## src/design/ocr_pkg.sv

```systemverilog
// Package of constants and types for the operational control register group
package ocr_pkg;

    // ***************************************************************
    // Register bus
    // ***************************************************************
    localparam int ADDR_W = 12;
    localparam int DATA_W = 8;
    localparam logic [11:0] POWER_DOWN_AND_SOFT_RESET_OFS = 12'hA00;
    localparam logic [11:0] LOOP_MODE_CONTROL_OFS = 12'hA01;
    localparam logic [11:0] OUTPUT_SYNC_CONTROL_OFS = 12'hA02;

    // ***************************************************************
    // Field positions
    // ***************************************************************
    localparam int PD_SOFT_RESET_BIT = 7;
    localparam int PD_OSC_BIT = 6;
    localparam int PD_SYSTEM_CLOCK_INPUT_BIT = 5;
    localparam int PD_REF_BIT = 4;
    localparam int PD_TDC_BIT = 3;
    localparam int PD_OUT_LOOP_BIT = 2;
    localparam int PD_DIST_BIT = 1;
    localparam int PD_FULL_BIT = 0;
    localparam int LM_HOLDOVER_BIT = 6;
    localparam int LM_FREERUN_BIT = 5;
    localparam int LM_MODE_HI = 4;
    localparam int LM_MODE_LO = 2;
    localparam int LM_REF_HI = 1;
    localparam int LM_REF_LO = 0;
    localparam int SYNC_SOFT_BIT = 1;

    // ***************************************************************
    // Reset values and writable masks
    // ***************************************************************
    localparam logic [7:0] PD_RESET = 8'h00;
    localparam logic [7:0] LM_RESET = 8'h00;
    localparam logic [7:0] SYNC_RESET = 8'h00;
    localparam logic [7:0] PD_MASK = 8'hFF;
    localparam logic [7:0] LM_MASK = 8'h7F;
    localparam logic [7:0] SYNC_MASK = 8'h02;
    localparam int SOFT_RESET_CYCLES = 1;

    // ***************************************************************
    // Types
    // ***************************************************************
    typedef enum logic [2:0] {
        OCR_AUTO_REVERT = 3'h0,
        OCR_AUTO_NONREVERT = 3'h1,
        OCR_MANUAL_FALLBACK = 3'h2,
        OCR_MANUAL_HOLDOVER = 3'h3,
        OCR_FULL_MANUAL = 3'h4
    } ocr_switch_mode_t;

    typedef enum logic [1:0] {
        OCR_LOOP_CLOSED,
        OCR_LOOP_HOLDOVER,
        OCR_LOOP_FREERUN
    } ocr_loop_state_t;

    typedef struct packed {
        logic [ADDR_W-1:0] addr;
        logic [DATA_W-1:0] wdata;
        logic wr;
        logic rd;
    } ocr_bus_req_t;

    typedef struct packed {
        logic soft_reset;
        logic osc_sleep;
        logic system_clock_input_sleep;
        logic ref_sleep;
        logic tdc_sleep;
        logic out_loop_sleep;
        logic dist_sleep;
        logic chip_sleep;
    } ocr_power_t;

    typedef struct packed {
        ocr_loop_state_t loop_state;
        ocr_switch_mode_t switch_mode;
        logic mode_valid;
        logic manual_sel;
        logic [1:0] ref_sel;
    } ocr_loop_t;

    typedef struct packed {
        logic stall;
        logic restart;
    } ocr_sync_t;

endpackage

```

## src/design/ocr_regs.sv

```systemverilog
// Operational control register group: power-down, loop mode, soft sync
//
// Design decision made here: the strobed register port.
`timescale 1ns/1ps
// Contract
// - Soft reset bit resets operating logic but keeps register contents.
// - Bit 6 puts the controlled oscillator into deep sleep.
// - Bit 5 puts system clock input and multiplier loop into sleep.
// - Bit 4 puts all reference inputs into deep sleep.
// - Bit 3 puts the time-to-digital converter into deep sleep.
// - Bit 2 puts the output analog loop into deep sleep.
// - Bit 1 puts the clock distribution outputs into deep sleep.
// - Bit 0 sleeps the whole chip regardless of block bits.
// - User holdover bit forces holdover from stored history word.
// - User free-run bit forces free run from free-run word.
// - Free run wins when both free run and holdover are set.
// - Bits 4..2 pick the switchover mode; 101..111 unused.
// - Manual modes select reference A..D from bits 1..0.
// - Soft sync bit at 1 stalls non-masked distribution outputs.
// - Change of soft sync from 1 to 0 restarts outputs together.
module ocr_regs (
    // Clock and reset
    input wire logic clk_i,
    input wire logic sys_rst_i,
    // Register port
    input ocr_pkg::ocr_bus_req_t bus_i,
    output logic [ocr_pkg::DATA_W-1:0] rdata_o,
    // Chip controls
    output logic core_rst_o,
    output ocr_pkg::ocr_power_t power_o,
    output ocr_pkg::ocr_loop_t loop_o,
    output ocr_pkg::ocr_sync_t sync_o
);
    import ocr_pkg::*;

    // ***************************************************************
    // State
    // ***************************************************************
    typedef struct packed {
        logic [7:0] pd;
        logic [7:0] lm;
        logic [7:0] sync;
        logic [7:0] rdata;
        logic core_rst;
        ocr_power_t power;
        ocr_loop_t loop;
    } ocr_state_t;

    ocr_state_t state_reg;
    ocr_state_t state_next;
    ocr_sync_t sync_w;

    // ***************************************************************
    // Register map
    // ***************************************************************
    // Power-down and soft reset, one bit per block:
    //   7 soft reset of the operating logic, register contents kept
    //   6 controlled oscillator asleep
    //   5 system clock input and its multiplier loop asleep
    //   4 all reference inputs asleep
    //   3 time-to-digital converter asleep
    //   2 output analog loop asleep
    //   1 clock distribution outputs asleep
    //   0 whole chip asleep, overriding every block bit
    // Loop mode control:
    //   7 reserved, reads zero
    //   6 forced holdover
    //   5 forced free run, wins over forced holdover
    //   4..2 switchover mode, codes above full manual unused
    //   1..0 manually selected reference, A to D
    // Output sync control:
    //   7..2 and 0 reserved, read zero
    //   1 soft sync: outputs stall while set, restart on its fall

    // ***************************************************************
    // Address decode
    // ***************************************************************
    typedef enum logic [1:0] {
        OCR_SEL_NONE,
        OCR_SEL_PD,
        OCR_SEL_LM,
        OCR_SEL_SYNC
    } ocr_sel_t;

    ocr_sel_t wr_sel;
    ocr_sel_t rd_sel;

    // Register addressed by a bus offset; unmapped offsets hit nothing
    function automatic ocr_sel_t ocr_decode(input logic [ADDR_W-1:0] a);
        ocr_sel_t s;
        s = OCR_SEL_NONE;
        case (a)
            POWER_DOWN_AND_SOFT_RESET_OFS: s = OCR_SEL_PD;
            LOOP_MODE_CONTROL_OFS: s = OCR_SEL_LM;
            OUTPUT_SYNC_CONTROL_OFS: s = OCR_SEL_SYNC;
            default: s = OCR_SEL_NONE;
        endcase
        return s;
    endfunction

    assign wr_sel = bus_i.wr ? ocr_decode(bus_i.addr) : OCR_SEL_NONE;
    assign rd_sel = bus_i.rd ? ocr_decode(bus_i.addr) : OCR_SEL_NONE;

    // ***************************************************************
    // Register write path
    // ***************************************************************
    logic [DATA_W-1:0] pd_new;
    logic [DATA_W-1:0] lm_new;
    logic [DATA_W-1:0] sync_new;

    // Reserved bits are masked on the way in, so they never reach a control
    assign pd_new = (wr_sel == OCR_SEL_PD) ? (bus_i.wdata & PD_MASK) : state_reg.pd;
    assign lm_new = (wr_sel == OCR_SEL_LM) ? (bus_i.wdata & LM_MASK) : state_reg.lm;
    assign sync_new = (wr_sel == OCR_SEL_SYNC) ? (bus_i.wdata & SYNC_MASK)
        : state_reg.sync;

    // ***************************************************************
    // Power-down decode
    // ***************************************************************
    localparam int N_BLOCKS = PD_OSC_BIT - PD_DIST_BIT + 1;

    logic [N_BLOCKS-1:0] block_sleep;
    logic chip_sleep_w;

    assign chip_sleep_w = pd_new[PD_FULL_BIT];

    // Every block bit is forced by the whole-chip bit
    for (genvar g = 0; g < N_BLOCKS; g++) begin : gen_block_sleep
        assign block_sleep[g] = pd_new[PD_DIST_BIT + g] | chip_sleep_w;
    end

    // ***************************************************************
    // Loop mode decode
    // ***************************************************************
    logic [2:0] mode_new;

    assign mode_new = lm_new[LM_MODE_HI:LM_MODE_LO];

    // Switchover modes in which the reference comes from the register
    function automatic logic ocr_is_manual(input logic [2:0] mode);
        logic m;
        m = 1'b0;
        case (mode)
            OCR_MANUAL_FALLBACK, OCR_MANUAL_HOLDOVER, OCR_FULL_MANUAL: m = 1'b1;
            default: m = 1'b0;
        endcase
        return m;
    endfunction

    // Codes above full manual are unused and flagged as such
    function automatic logic ocr_mode_known(input logic [2:0] mode);
        return (mode <= OCR_FULL_MANUAL);
    endfunction

    // Forced loop state; free run wins over holdover
    function automatic ocr_loop_state_t ocr_forced_state(input logic [DATA_W-1:0] lm);
        ocr_loop_state_t st;
        st = OCR_LOOP_CLOSED;
        if (lm[LM_FREERUN_BIT]) begin
            st = OCR_LOOP_FREERUN;
        end else if (lm[LM_HOLDOVER_BIT]) begin
            st = OCR_LOOP_HOLDOVER;
        end else begin
            st = OCR_LOOP_CLOSED;
        end
        return st;
    endfunction

    // ***************************************************************
    // Readback
    // ***************************************************************
    // Value of the addressed register, zero for unmapped offsets
    function automatic logic [DATA_W-1:0] ocr_read(input ocr_sel_t sel, input ocr_state_t s);
        logic [DATA_W-1:0] v;
        v = 8'h00;
        case (sel)
            OCR_SEL_PD: v = s.pd;
            OCR_SEL_LM: v = s.lm & LM_MASK;
            OCR_SEL_SYNC: v = s.sync & SYNC_MASK;
            default: v = 8'h00;
        endcase
        return v;
    endfunction

    // ***************************************************************
    // Next state
    // ***************************************************************
    always_comb begin
        state_next = state_reg;
        state_next.pd = pd_new;
        state_next.lm = lm_new;
        state_next.sync = sync_new;
        state_next.rdata = ocr_read(rd_sel, state_reg);
        // Soft reset is a level while the bit is set; registers keep values
        state_next.core_rst = pd_new[PD_SOFT_RESET_BIT];
        state_next.power.soft_reset = pd_new[PD_SOFT_RESET_BIT];
        state_next.power.osc_sleep = block_sleep[PD_OSC_BIT - PD_DIST_BIT];
        state_next.power.system_clock_input_sleep = block_sleep[PD_SYSTEM_CLOCK_INPUT_BIT - PD_DIST_BIT];
        state_next.power.ref_sleep = block_sleep[PD_REF_BIT - PD_DIST_BIT];
        state_next.power.tdc_sleep = block_sleep[PD_TDC_BIT - PD_DIST_BIT];
        state_next.power.out_loop_sleep = block_sleep[PD_OUT_LOOP_BIT - PD_DIST_BIT];
        state_next.power.dist_sleep = block_sleep[0];
        state_next.power.chip_sleep = chip_sleep_w;
        state_next.loop.loop_state = ocr_forced_state(lm_new);
        state_next.loop.switch_mode = ocr_switch_mode_t'(mode_new);
        state_next.loop.mode_valid = ocr_mode_known(mode_new);
        state_next.loop.manual_sel = ocr_is_manual(mode_new);
        state_next.loop.ref_sel = lm_new[LM_REF_HI:LM_REF_LO];
    end

    always_ff @(posedge clk_i) begin
        if (sys_rst_i) begin
            state_reg <= '0;
            state_reg.pd <= PD_RESET;
            state_reg.lm <= LM_RESET;
            state_reg.sync <= SYNC_RESET;
        end else begin
            state_reg <= state_next;
        end
    end

    // ***************************************************************
    // Soft sync of the distribution
    // ***************************************************************
    ocr_sync_ctrl u_sync (
        .clk_i(clk_i),
        .sys_rst_i(sys_rst_i),
        .sync_bit_i(state_reg.sync[SYNC_SOFT_BIT]),
        .sync_o(sync_w)
    );

    assign rdata_o = state_reg.rdata;
    assign core_rst_o = state_reg.core_rst;
    assign power_o = state_reg.power;
    assign loop_o = state_reg.loop;
    assign sync_o = sync_w;

endmodule

```

## src/design/ocr_sync_ctrl.sv

```systemverilog
// Soft sync stall and restart pulse for the clock distribution
`timescale 1ns/1ps
module ocr_sync_ctrl (
    // Clock and reset
    input wire logic clk_i,
    input wire logic sys_rst_i,
    // Control
    input wire logic sync_bit_i,
    // Distribution
    output ocr_pkg::ocr_sync_t sync_o
);
    import ocr_pkg::*;

    typedef struct packed {
        logic prev;
        ocr_sync_t out;
    } ocr_sync_state_t;

    ocr_sync_state_t state_reg;
    ocr_sync_state_t state_next;

    always_comb begin
        state_next = state_reg;
        state_next.prev = sync_bit_i;
        state_next.out.stall = sync_bit_i;
        state_next.out.restart = state_reg.prev & ~sync_bit_i;
    end

    always_ff @(posedge clk_i) begin
        if (sys_rst_i) begin
            state_reg <= '0;
        end else begin
            state_reg <= state_next;
        end
    end

    assign sync_o = state_reg.out;

endmodule

```

## config.mk

```make
export PLATFORM = sky130hd
export DESIGN_NAME = ocr_regs
export DESIGN_NICKNAME = d
export VERILOG_FILES = /design/src/design/ocr_pkg.sv /design/src/design/ocr_regs.sv /design/src/design/ocr_sync_ctrl.sv
export SDC_FILE = /design/constraint.sdc
export NUM_CORES = 1
export LEC_CHECK = 0
export BUFFER_PORTS_ARGS = -buffer_cell sky130_fd_sc_hd__buf_4
export CORE_MARGIN = 1.5
export CORE_UTILIZATION = 55
export DETAILED_ROUTE_END_ITERATION = 10
export PLACE_DENSITY = 0.87
export RECOVER_POWER = 50
export SLEW_MARGIN = 20
export SYNTH_ARGS = -nofsm -noshare
export SYNTH_HDL_FRONTEND = slang
export SYNTH_HIERARCHICAL = 1
export SYNTH_SLANG_ARGS = --single-unit
```

## constraint.sdc

```tcl
create_clock -name clk_i -period 5.55 [get_ports clk_i]
set_input_delay 1.11 -clock clk_i [delete_from_list [all_inputs] [get_ports clk_i]]
set_output_delay 1.11 -clock clk_i [all_outputs]
set_load 0.02 [all_outputs]
```

==> impl_metrics.csv <==
group,metric,value,unit
clock_tree,clock_latency,350,ps
timing,worstMarginPinSlew,1340,ps
power,p_switching,0.100,mW
setup_path,slowest_delay,730,ps
setup_path,path_class,"in -> reg",
finish,areaGrowthSynthToFinish,7.35,%
global_route,grt_pass1_vias,1231,
setup_path,endpoint_kind,"register",
finish,drive_gt1_share,22.1,%
flow_run,drv_cap,0,
timing,period_share,49.7,%
placement,pre_cts_slack,2430,ps
timing,fin_crit,2760,ps
synthesis,synthCells,173,
power,leakagePower,0.642,nW
synthesis,yosysUniqueCellTypes,33,
route,avgViaCountPerCell,5.23,
status,status,"completed",
synthesis,yosys_warnings,6,
clock_tree,h-tree-depth,2,
worst_hold_path,hold_start,"state_reg[27]",
power,finalPower,0.416,mW
global_route,overflow,0,
setup_path,reg2reg_setup_slack,4470,ps
setup_path,reg2reg_from,"state_reg[39]",
route,wl,3490,µm
setup_path,crit_buf_inv,1,
finish,fillers,286,
global_route,grt_max_degree,29,
setup_path,critPathTopFamily,"simple AND/OR/NAND/NOR gates",
finish,largest_register_ff_count,16,
synthesis,synth-async-reset-ratio,0,%
route,dr.first_iter.drc_count,26,
synthesis,netlist.area_leader.share,40.3,%
floorplanning,io_pins,52,
route,drc_errors,0,
floorplanning,start_util,57.4,%
route,vias,1271,
finish,nNetsFinal,222,
timing,final_max_slew_viol_count,0,
synthesis,syn-cell-area,1740,µm²
floorplanning,die_w,59.2,µm
setup_path,critPathLaunchType,"input port",
clock_tree,cts.clk_slew.worst_paths,100,ps
power,ir_drop,0.131,mV
setup_path,slowest_stage,"nor4_4",
power,intPower,0.316,mW
timing,relSlewSlack,10.8,%
placement,io_buffers,51,
synthesis,yosysTopAreaCell,"dfxtp_1",
timing,setup_tns,0,ps
floorplanning,core_area,3030,µm²
clock_tree,hold_buffers,0,
placement,placed_area,1930,µm²
synthesis,syn_avg_cell_area,10.0,µm²
clock_tree,numCtsBuffers,5,
power,p_clk_share,31.5,%
floorplanning,die-height,59.2,µm
route,drtAntennaViolNets,0,
placement,gp_congestion,0.828,
finish,design_area,1860,µm²
synthesis,ys_ff_latch,35,
synthesis,yosysMostFrequentCell,"dfxtp_1",
synthesis,seq_area_frac_synth,40.3,%
synthesis,synth.net_count,197,
placement,dpl.hpwl,2580,µm
setup_path,worstPathMaxFanout,11,
synthesis,ys_top_cells_by_area,"dfxtp_1 (40%), mux2i_1 (11%), buf_4 (11%), nor2_1 (7.1%), nor4_4 (4.9%)",
timing,max_clock_freq,0.362,GHz
global_route,grt_pass1_wl,5720,µm
power,comb_power_share,8.1,%
global_route,antenna_found_initial,0,
floorplanning,dieArea,3500,µm²
timing,setup_viol,0,
finish,diodes,0,
global_route,grt.total_usage,22.0,%
synthesis,synth-main-ff-cell,"dfxtp_1",
power,p_sw_share,24.1,%
clock_tree,root_buffer,"clkbuf_4",
worst_hold_path,hold_path.class,"reg -> reg",
timing,whs,486,ps
clock_tree,cts_sinks,35,
setup_path,crit_start,"bus_i[15]",
timing,grt_setup_unrepaired,"false",
setup_path,crit_chain,"buf_4, or4_4, nor4_4, mux2_1, nor2_1",
setup_path,cp_data_required_time,5830,ps
timing,fin_skew,5.58,ps
power,p_seq_share,60.4,%
timing,hold_viol,0,
setup_path,cp.arrival,3040,ps
finish,multiInputGateArea,766,µm²
synthesis,synth_edf_count,0,
floorplanning,fp-row-count,20,
route,routedWlPerCell,14.4,µm
timing,fin_ws,2790,ps
clock_tree,cts_resized,0,
clock_tree,clockBufferDepth,2,
power,p_per_area,223,nW/µm²
clock_tree,cts_tree,"yes",
clock_tree,post_cts_buffers,0,
route,drtPass1Iterations,4,
synthesis,yosys-top-cells-count,"dfxtp_1 (35), nor2_1 (33), buf_4 (25)",
finish,ff_latch_area,701,µm²
[cell families (layout without fill, tap and decap cells)]
| family | after synthesis | in the layout | share of synthesized area [%] |
|---|---|---|---|
| xor gates and xnor gates | 1 | 1 | 0.504 |
| DFF | 35 | 35 | 40.3 |
| and+or+nand+nor | 61 | 61 | 22.8 |
| buffers and inverters | 37 | 63 | 15.3 |
| AOI/OAI and AO/OA | 19 | 19 | 9.51 |
| muxes | 20 | 20 | 11.6 |
[metrics by stage]
step | utilization [%] | cells
after CTS | 65.3 | 243
after detailed placement | 63.7 | 235
after global placement | 63.7 | 235
final | 61.6 | 243
after global routing | 61.6 | 243
after floorplan | - | 173
[final cells by class]
cell class                 count  share of cell area, %
clock inverter                 1                  0.268
clock buffer                   7                   2.42
sequential                    35                   37.6
inverter                       3                  0.604
tap                           44                   2.95
timing repair buffer          52                   15.1
multi-input combinational    101                   41.1
[cells in the final DEF (no fill, tap or decap), types with 2 or more instances in the layout]
cell type / synthesis / final
a211oi_2: 6 / 6
a21oi_1: 3 / 3
a32oi_1: 6 / 6
buf_4: 25 / 23
clkbuf_1: 3 / 31
clkbuf_4: 0 / 5
dfxtp_1: 35 / 35
inv_1: 3 / 3
mux2i_1: 19 / 19
nand2_1: 3 / 3
nand3b_1: 2 / 2
nor2_1: 33 / 33
nor3_1: 6 / 6
nor4_4: 4 / 4
o21ai_0: 2 / 2
[worst paths after layout]
check | end | cells after the start
max | loop_o[2] | 5
min | u_sync/sync_o[0] | 1
max reg2reg | loop_o[7] | 2
min reg2reg | u_sync/sync_o[0] | 1
[metal layers]
layer / part of all wire, % / wire, µm / GRT usage (%) / up-vias
met5: 0 / 0 / 0 / -
met4: 1.4 / 49 / 8.12 / 0
met3: 6.3 / 221 / 7.42 / 6
met2: 49 / 1720 / 35.8 / 44
met1: 43 / 1500 / 26.9 / 595
li1: - / - / - / 626
[power by group through the flow]
stage / Sequential, mW / Clock, mW / Combinational [mW]
2_1_floorplan: 0.257 / 0 / 0.0155
3_3_place_gp: 0.257 / 0 / 0.0326
3_5_place_dp: 0.257 / 0 / 0.0340
4_1_cts: 0.252 / 0.133 / 0.0340
5_1_grt: 0.252 / 0.147 / 0.0362
6_report: 0.251 / 0.131 / 0.0335
[worst register-to-register path, cell delays in order, from the launching register on]
cell and delay (ps):
dfxtp_1 360, or3b_2 500, a21oi_1 140
Power figures use the tool's default switching activity.
